`config.mk`:
```
export PLATFORM = sky130hd
export DESIGN_NAME = ppcd_port
export DESIGN_NICKNAME = d
export VERILOG_FILES = /design/src/verilog/ppcd_pkg.sv /design/src/verilog/ppcd_port.sv
export SDC_FILE = /design/constraint.sdc
export NUM_CORES = 1
export LEC_CHECK = 0
export BUFFER_PORTS_ARGS = -buffer_cell sky130_fd_sc_hd__buf_2
export CELL_PAD_IN_SITES_DETAIL_PLACEMENT = 1
export CELL_PAD_IN_SITES_GLOBAL_PLACEMENT = 1
export CORE_MARGIN = 2
export CORE_UTILIZATION = 41
export DETAILED_ROUTE_END_ITERATION = 10
export PLACE_DENSITY_LB_ADDON = 0.1
export SKIP_CTS_REPAIR_TIMING = 1
export SKIP_LAST_GASP = 1
export SYNTH_ARGS = -nofsm -noshare
export SYNTH_HDL_FRONTEND = slang
export SYNTH_SLANG_ARGS = --single-unit
```
`constraint.sdc`:
```
create_clock -name i_clk -period 3 [get_ports i_clk]
set_clock_uncertainty 0.05 [all_clocks]
set_input_delay 0.15 -clock i_clk [delete_from_list [all_inputs] [get_ports i_clk]]
set_output_delay 0.15 -clock i_clk [all_outputs]
set_load 0.005 [all_outputs]
```
`src/verilog/ppcd_pkg.sv`:
```
// ppcd_pkg: constants and carrier types for the port control and diagnostics block
// assumes one port's register slice at the low nibble of the utility bus address
package ppcd_pkg;
  // register offsets within a port
  localparam logic [3:0] OFF_MASTER   = 4'h0;
  localparam logic [3:0] OFF_ISTAT    = 4'h1;
  localparam logic [3:0] OFF_DIAG     = 4'h2;
  localparam logic [3:0] OFF_CNT_LO   = 4'h4;
  localparam logic [3:0] OFF_CNT_HI   = 4'h5;
  localparam logic [3:0] OFF_CNT_SEL  = 4'h6;
  localparam logic [3:0] OFF_IMASK    = 4'h7;
  localparam logic [3:0] OFF_ENH      = 4'h8;
  // field positions
  localparam int BIT_INT_EN     = 0;
  localparam int BIT_CELL_ONLY  = 5;
  localparam int BIT_LOOP_TIME  = 6;
  localparam int BIT_SWAP       = 5;
  localparam int BIT_SEL_SYM    = 0;
  localparam int BIT_SEL_TX     = 1;
  localparam int BIT_SEL_RX     = 2;
  localparam int BIT_SEL_HEC    = 3;
  // interrupt status bits
  localparam int ST_HEC   = 0;
  localparam int ST_SHORT = 1;
  localparam int ST_SYM   = 2;
  localparam int ST_OTHER = 3;
  localparam logic [7:0] CELL_ERR_MASK = 8'h07;
  // reset values
  localparam logic [7:0] RST_MASTER = 8'h49;
  localparam logic [7:0] RST_ZERO   = 8'h00;
  // loopback encodings
  localparam logic [1:0] LB_NORMAL = 2'h0;
  localparam logic [1:0] LB_PHY    = 2'h2;
  localparam logic [1:0] LB_LINE   = 2'h3;
  // counter widths
  localparam int SYM_W = 8;
  localparam int CEL_W = 16;
  localparam int HEC_W = 5;

  typedef enum logic [2:0] {
    PPCD_IDLE = 3'b001,
    PPCD_ADDR = 3'b010,
    PPCD_DATA = 3'b100
  } ppcd_bus_e;

  // line-side events of one clock
  typedef struct packed {
    logic rx_cell;
    logic rx_idle;
    logic tx_cell;
    logic hec_err;
    logic short_cell;
    logic sym_err;
    logic other_evt;
  } ppcd_evt_s;

  typedef struct packed {
    logic       phy_loop;
    logic       line_loop;
    logic       loop_timing;
    logic       hdr_swap;
  } ppcd_path_s;
endpackage : ppcd_pkg

```
`src/verilog/ppcd_port.sv`:
```
// ppcd_port: register slice, interrupt, LED, loopback and counters of one line port
// assumes utility bus pins are raw async pins; events come from logic on i_clk
//
// Contract
// host idles read, write, select high and latch strobe low before writing
// address taken from shared lines on falling edge of latch strobe
// write data stored when write strobe returns high with select low
// cleared overall enable blocks all interrupt signalling of the port
// each interrupt source maskable through the interrupt mask register
// cell-error-only bit lets only HEC, short cell, symbol errors interrupt
// enabled, unmasked condition drives active-low interrupt output low
// reading interrupt status clears sticky bits and releases interrupt
// receive LED low while cells received, high otherwise
// transmit LED low while cells transmitted, high otherwise
// diagnostic bits 00 normal, 10 PHY loopback, 11 line loopback
// PHY loopback returns transmit cells internally, line is cut off
// line loopback retransmits line data and still delivers it upstream
// 8-bit symbol error counter counts invalid line symbols
// 16-bit transmit cell counter counts transmitted cells
// 16-bit receive cell counter skips idle and HEC errored cells
// 5-bit HEC error counter counts HEC errors
// select write snapshots counter into byte registers, then zeroes it
// host sets only one counter select bit at a time
// host waits 12.5 over line rate microseconds before reading bytes
// loop timing bit picks recovered receive clock for transmitter
// swap bit in nibble cell port mode exchanges two header bytes
// with enable clear interrupt stays high, status still updates
// swapped header byte positions come from a separately confirmed mapping
`timescale 1ns/100ps
module ppcd_port #(
  parameter int ACT_HOLD = 1000
) (
  // clock and reset
  input  wire logic                 i_clk,
  input  wire logic                 i_srst,
  // utility bus pins
  input  wire logic [7:0]           i_ad,
  input  wire logic                 i_ale,
  input  wire logic                 i_cs_n,
  input  wire logic                 i_rd_n,
  input  wire logic                 i_wr_n,
  output logic      [7:0]           o_ad,
  output logic                      o_ad_oe_n,
  // line-side events
  input  wire ppcd_pkg::ppcd_evt_s  i_evt,
  input  wire logic                 i_nibble_cell_port_mode,
  // outputs
  output logic                      o_int_n,
  output logic                      o_rx_activity_led,
  output logic                      o_tx_activity_led,
  output ppcd_pkg::ppcd_path_s      o_path
);
  typedef struct packed {
    logic [2:0]            ad_s1, ale_s1, cs_s1;
    logic [7:0]            ad0, ad1, ad2;
    logic [2:0]            ale_p, cs_p, rd_p, wr_p;
    ppcd_pkg::ppcd_bus_e   bus;
    logic [3:0]            addr;
    logic [7:0]            master, diag, imask, enh, csel, istat;
    logic [7:0]            snap_lo, snap_hi;
    logic [ppcd_pkg::SYM_W-1:0] sym_cnt;
    logic [ppcd_pkg::CEL_W-1:0] tx_cnt, rx_cnt;
    logic [ppcd_pkg::HEC_W-1:0] hec_cnt;
    logic [9:0]            rx_hold, tx_hold;
    logic [7:0]            rd_data;
    logic                  rd_oe_n, int_n, rx_led, tx_led;
    ppcd_pkg::ppcd_path_s  path;
  } ppcd_state_s;

  ppcd_state_s st_ff;
  ppcd_state_s nxt_st;

  localparam logic [9:0] HOLD = 10'(ACT_HOLD);

  logic ale_fall, wr_rise, rd_fall, rd_rise, cs_low, rd_stat;
  logic [7:0] pend;

  // three-stage pin sync; a change counts once stages two and three agree
  assign ale_fall = (st_ff.ale_p[1] == st_ff.ale_p[2]) && !st_ff.ale_p[1] && st_ff.ale_s1[0];
  assign wr_rise  = st_ff.wr_p[1] && st_ff.wr_p[2] && st_ff.ale_s1[1];
  assign rd_fall  = !st_ff.rd_p[1] && !st_ff.rd_p[2] && st_ff.ale_s1[2];
  assign rd_rise  = st_ff.rd_p[1] && st_ff.rd_p[2] && !st_ff.cs_s1[0];
  assign cs_low   = !st_ff.cs_p[1] && !st_ff.cs_p[2];
  assign rd_stat  = rd_rise && cs_low && st_ff.addr == ppcd_pkg::OFF_ISTAT;

  always_comb
  begin
    nxt_st = st_ff;
    nxt_st.ad0   = i_ad;
    nxt_st.ad1   = st_ff.ad0;
    nxt_st.ad2   = st_ff.ad1;
    nxt_st.ale_p = {st_ff.ale_p[1:0], i_ale};
    nxt_st.cs_p  = {st_ff.cs_p[1:0], i_cs_n};
    nxt_st.rd_p  = {st_ff.rd_p[1:0], i_rd_n};
    nxt_st.wr_p  = {st_ff.wr_p[1:0], i_wr_n};
    // edge history: previous agreed level of latch and read strobes, inverted level of write strobe
    if (st_ff.ale_p[1] == st_ff.ale_p[2]) nxt_st.ale_s1[0] = st_ff.ale_p[2];
    if (st_ff.wr_p[1] == st_ff.wr_p[2])   nxt_st.ale_s1[1] = !st_ff.wr_p[2];
    if (st_ff.rd_p[1] == st_ff.rd_p[2])   nxt_st.ale_s1[2] = st_ff.rd_p[2];
    if (st_ff.rd_p[1] == st_ff.rd_p[2])   nxt_st.cs_s1[0]  = st_ff.rd_p[2];
    nxt_st.cs_s1[2:1] = 2'b00;
    nxt_st.ad_s1 = 3'b000;

    case (st_ff.bus)
      ppcd_pkg::PPCD_IDLE: if (st_ff.ale_p[2]) nxt_st.bus = ppcd_pkg::PPCD_ADDR;
      ppcd_pkg::PPCD_ADDR:
        if (ale_fall)
        begin
          nxt_st.addr = st_ff.ad2[3:0];
          nxt_st.bus  = ppcd_pkg::PPCD_DATA;
        end
      ppcd_pkg::PPCD_DATA: if (st_ff.ale_p[2]) nxt_st.bus = ppcd_pkg::PPCD_ADDR;
      default: nxt_st.bus = ppcd_pkg::PPCD_IDLE;
    endcase

    // counters
    if (i_evt.sym_err) nxt_st.sym_cnt = st_ff.sym_cnt + 1'b1;
    if (i_evt.tx_cell) nxt_st.tx_cnt  = st_ff.tx_cnt + 1'b1;
    if (i_evt.rx_cell && !i_evt.rx_idle && !i_evt.hec_err) nxt_st.rx_cnt = st_ff.rx_cnt + 1'b1;
    if (i_evt.hec_err) nxt_st.hec_cnt = st_ff.hec_cnt + 1'b1;

    // sticky status keeps updating whatever the enable
    pend = '0;
    pend[ppcd_pkg::ST_HEC]   = i_evt.hec_err;
    pend[ppcd_pkg::ST_SHORT] = i_evt.short_cell;
    pend[ppcd_pkg::ST_SYM]   = i_evt.sym_err;
    pend[ppcd_pkg::ST_OTHER] = i_evt.other_evt;
    // set wins over the clear of a status read
    nxt_st.istat = (rd_stat ? 8'h00 : st_ff.istat) | pend;

    if (wr_rise && cs_low && st_ff.bus == ppcd_pkg::PPCD_DATA)
    begin
      case (st_ff.addr)
        ppcd_pkg::OFF_MASTER: nxt_st.master = st_ff.ad2;
        ppcd_pkg::OFF_DIAG:   nxt_st.diag   = st_ff.ad2;
        ppcd_pkg::OFF_IMASK:  nxt_st.imask  = st_ff.ad2;
        ppcd_pkg::OFF_ENH:    nxt_st.enh    = st_ff.ad2;
        ppcd_pkg::OFF_CNT_SEL:
        begin
          nxt_st.csel = st_ff.ad2;
          // one bit assumed set; lowest wins otherwise
          if (st_ff.ad2[ppcd_pkg::BIT_SEL_SYM])
          begin
            nxt_st.snap_lo = st_ff.sym_cnt;
            nxt_st.snap_hi = 8'h00;
            nxt_st.sym_cnt = '0;
          end
          else if (st_ff.ad2[ppcd_pkg::BIT_SEL_TX])
          begin
            {nxt_st.snap_hi, nxt_st.snap_lo} = st_ff.tx_cnt;
            nxt_st.tx_cnt = '0;
          end
          else if (st_ff.ad2[ppcd_pkg::BIT_SEL_RX])
          begin
            {nxt_st.snap_hi, nxt_st.snap_lo} = st_ff.rx_cnt;
            nxt_st.rx_cnt = '0;
          end
          else if (st_ff.ad2[ppcd_pkg::BIT_SEL_HEC])
          begin
            nxt_st.snap_lo = {3'h0, st_ff.hec_cnt};
            nxt_st.snap_hi = 8'h00;
            nxt_st.hec_cnt = '0;
          end
        end
        default: ;
      endcase
    end

    // read data; status is presented before its clear
    if (rd_fall && cs_low)
    begin
      nxt_st.rd_oe_n = 1'b0;
      case (st_ff.addr)
        ppcd_pkg::OFF_MASTER:  nxt_st.rd_data = st_ff.master;
        ppcd_pkg::OFF_ISTAT:   nxt_st.rd_data = st_ff.istat;
        ppcd_pkg::OFF_DIAG:    nxt_st.rd_data = st_ff.diag;
        ppcd_pkg::OFF_CNT_LO:  nxt_st.rd_data = st_ff.snap_lo;
        ppcd_pkg::OFF_CNT_HI:  nxt_st.rd_data = st_ff.snap_hi;
        ppcd_pkg::OFF_CNT_SEL: nxt_st.rd_data = st_ff.csel;
        ppcd_pkg::OFF_IMASK:   nxt_st.rd_data = st_ff.imask;
        ppcd_pkg::OFF_ENH:     nxt_st.rd_data = st_ff.enh;
        default:               nxt_st.rd_data = 8'h00;
      endcase
    end
    else if (st_ff.rd_p[1] && st_ff.rd_p[2])
      nxt_st.rd_oe_n = 1'b1;

    // interrupt gating
    nxt_st.int_n = !(st_ff.master[ppcd_pkg::BIT_INT_EN] &&
                     |(nxt_st.istat & ~st_ff.imask &
                       (st_ff.master[ppcd_pkg::BIT_CELL_ONLY] ? ppcd_pkg::CELL_ERR_MASK : 8'hFF)));

    // activity stretched so the LED is visible between cells
    nxt_st.rx_hold = i_evt.rx_cell ? HOLD : (st_ff.rx_hold != 10'h000 ? st_ff.rx_hold - 10'h001 : 10'h000);
    nxt_st.tx_hold = i_evt.tx_cell ? HOLD : (st_ff.tx_hold != 10'h000 ? st_ff.tx_hold - 10'h001 : 10'h000);
    nxt_st.rx_led  = !(i_evt.rx_cell || st_ff.rx_hold != 10'h000);
    nxt_st.tx_led  = !(i_evt.tx_cell || st_ff.tx_hold != 10'h000);

    // datapath steering
    nxt_st.path.phy_loop    = st_ff.diag[1:0] == ppcd_pkg::LB_PHY;
    nxt_st.path.line_loop   = st_ff.diag[1:0] == ppcd_pkg::LB_LINE;
    nxt_st.path.loop_timing = st_ff.enh[ppcd_pkg::BIT_LOOP_TIME];
    nxt_st.path.hdr_swap    = st_ff.enh[ppcd_pkg::BIT_SWAP] && i_nibble_cell_port_mode;

    if (i_srst)
    begin
      nxt_st         = '0;
      nxt_st.bus     = ppcd_pkg::PPCD_IDLE;
      nxt_st.master  = ppcd_pkg::RST_MASTER;
      nxt_st.ale_p   = 3'b000;
      nxt_st.cs_p    = 3'b111;
      nxt_st.rd_p    = 3'b111;
      nxt_st.wr_p    = 3'b111;
      // idle history: latch strobe low, write high, read high, so no false edge
      nxt_st.ale_s1  = 3'b100;
      nxt_st.cs_s1   = 3'b001;
      nxt_st.rd_oe_n = 1'b1;
      nxt_st.int_n   = 1'b1;
      nxt_st.rx_led  = 1'b1;
      nxt_st.tx_led  = 1'b1;
    end
  end

  always_ff @(posedge i_clk)
  begin
    st_ff <= nxt_st;
  end

  assign o_ad              = st_ff.rd_data;
  assign o_ad_oe_n         = st_ff.rd_oe_n;
  assign o_int_n           = st_ff.int_n;
  assign o_rx_activity_led = st_ff.rx_led;
  assign o_tx_activity_led = st_ff.tx_led;
  assign o_path            = st_ff.path;
endmodule : ppcd_port
```
==> run metrics <==
Synth Flop Type=dfxtp_1; CTS Buf Count=17; Vias=between 6000 and 7000; most common cell after layout, fill and taps aside=dfxtp_1; GRT Util Overall=0.211; Final Non-Filler Cells=between 1000 and 1500; DRT iter0 DRCs=approximately 390; core area=19300 um^2; outcome=finished clean; Die ar.=about 21000 um^2; Post-Syn Instances=between 800 and 900; final wirelength=around 21000 um; switching power=1.42 mW; register area=3820 um^2; Antenna Cells=0; htree depth=4; Max clock buf depth=2; Synth Warn #=0; drc violations=0; Netlist cell types=60; placed inst area=roughly 8300 um^2; cell area after synthesis=between 8000 and 9000 um^2; Vias per Instance=between 5 and 6; Worst setup SP type=flip-flop; Final Max Slew Viols=0; antenna-violating nets left=0; CP Class=flip-flop to flip-flop; Initial Util=0.415; CP max FO=20; Sw Share=0.268; most frequent cells in the layout=dfxtp_1 (191), nor2_1 (125), mux2i_1 (73); fin crit period=between 2 and 2.5 ns; Port Buffers=37; Placer Congestion=0.856; Post-Syn Area per Cell=9.21 um^2; dpl cells=about 1100; Worst-path clk slew=approximately 0.080 ns; Seq pwr share=0.501; Root Buffer=clkbuf_16; Power Density=around 580 nW/um^2; later-pin clock latency in the skew report=about 0.44 ns; Comb power frac=0.053; crit path capture type=flip-flop; antenna violations before repair=0; CP required=between 3 and 4 ns; wire length per cell=about 18 um; Remaining Overflow, GRT=0; fraction of layout cells with a size suffix above 1=0.112; Final #Nets=930; vias in the first global route=between 6000 and 7000; Clock Sinks=around 190; DRT Pass-1 Iters=6; ys async rst share=0; multi-input logic area=approximately 3800 um^2; final setup vio count=0; row count=51; Seq cells post-synth=about 190; Slew headroom=0.405; number of synthesized flops with an enable pin=0; syn_nets=roughly 900; fmax=around 420 MHz; final setup TNS=0 ns; Hold Crit Class=input port to flip-flop; I/O pin total=38; design area=9110 um^2; FILL cells=2210; clock power share=0.446; Fin. Hold Viols=0; die span in x=144 um; Max Cap Viol=0; Cell Int Power=a little under 4 mW; global-route wire length before repair=~34000 um; post-synthesis sequential area ratio=0.477; die height=144 um; Syn-to-layout area delta=13.7%; HPWL Detailed=14900 um; worst slew pin tran=0.886 ns; Arr. time, crit path=between 2 and 3 ns; VDD IR max=~0.37 mV; pin count of the biggest net entering global routing=67; Lkg Pwr=around 3.6 nW; CTS tree=done; period utilization=0.790; RSZ-0062 raised after global routing=no
[sequential cells by signal (all words and copies together) (netlist names)]
signal / count
st_ff: 175
o_ad: 8
o_path: 4
o_int_n: 1
o_tx_activity_led: 1
o_rx_activity_led: 1
o_ad_oe_n: 1
[cell families after synthesis]
logic type               Yosys count  share of synthesized area
multiplexers                      75                     0.0939
adder cells (fa/ha/maj)           10                     0.0156
AO/OA/AOI/OAI                    129                      0.105
XOR/XNOR                          46                     0.0502
buffers and inverters             80                     0.0468
AND/OR/NAND/NOR                  340                      0.211
flip-flops                       191                      0.477
[cell usage after synthesis, drive strengths merged (6+ instances only)]
cell | instances | share of area
dfxtp | 191 | 0.48
nor2 | 126 | 0.059
mux2i | 73 | 0.091
nand2 | 61 | 0.029
a21oi | 44 | 0.027
nor2b | 37 | 0.029
buf | 33 | 0.025
xnor2 | 25 | 0.027
inv | 24 | 0.011
clkbuf | 22 | 0.010
nand3 | 21 | 0.016
nor3 | 21 | 0.013
o21ai | 21 | 0.014
xor2 | 21 | 0.023
nand4 | 16 | 0.014
a22o | 13 | 0.014
or3 | 11 | 0.0086
ha | 10 | 0.016
or2 | 9 | 0.0070
and3 | 8 | 0.0062
o211ai | 8 | 0.0075
a211oi | 6 | 0.0056
a22oi | 6 | 0.0056
nand2b | 6 | 0.0047
o22ai | 6 | 0.0047
[path summary, 6_finish.rpt]
path,slack [ns],endpoint,from,depth (start not counted)
setup / recovery,0.63,st_ff[86],st_ff[145],5
hold / removal,0.01,st_ff[27],i_evt[6],3
setup reg to reg,0.63,st_ff[86],st_ff[145],5
hold reg to reg,0.37,st_ff[153],st_ff[152],1
[worst max-delay path, cell delays in order (launching register included)]
cell and delay, ns:
dfxtp_1 0.54, nor2_1 0.49, nand4b_2 0.29, nor2_2 0.59, nand3_1 0.18, a21oi_1 0.15
[metrics by stage]
stage               setup slack [ns]  total power, mW  hold slack, ns  utilization
floorplan                       1.33             2.89           0.204            -
global placement               0.752             2.96           0.284        0.431
detailed placement             0.676             2.98           0.287        0.431
CTS                            0.660             5.34          -0.176        0.464
global route                   0.357             5.50          0.0262        0.471
finish                         0.631             5.30          0.0125        0.471
[final cells by class]
| class | instances | area share |
|---|---|---|
| repair buffers | 63 | 0.0461 |
| inverters | 25 | 0.0103 |
| flip-flops and latches | 191 | 0.420 |
| well taps | 265 | 0.0364 |
| clock inverters | 15 | 0.0218 |
| multi-input cells | 600 | 0.419 |
| clock buffers | 17 | 0.0467 |
[per-layer routing]
metal	track usage	share of wire
met1	0.289	0.48
met2	0.348	0.48
met3	0.0380	0.033
met4	0.0501	0.0095
met5	0	0
[power by group through the flow]
| stage | Sequential (mW) | Combinational (mW) | Clock [mW] |
|---|---|---|---|
| global placement | 2.71 | 0.252 | 0 |
| finish | 2.65 | 0.279 | 2.36 |
| floorplan | 2.70 | 0.196 | 0 |
| detailed placement | 2.71 | 0.266 | 0 |
| CTS | 2.65 | 0.268 | 2.42 |
| global route | 2.66 | 0.317 | 2.52 |
No activity file was read; power rests on OpenSTA's default activity.
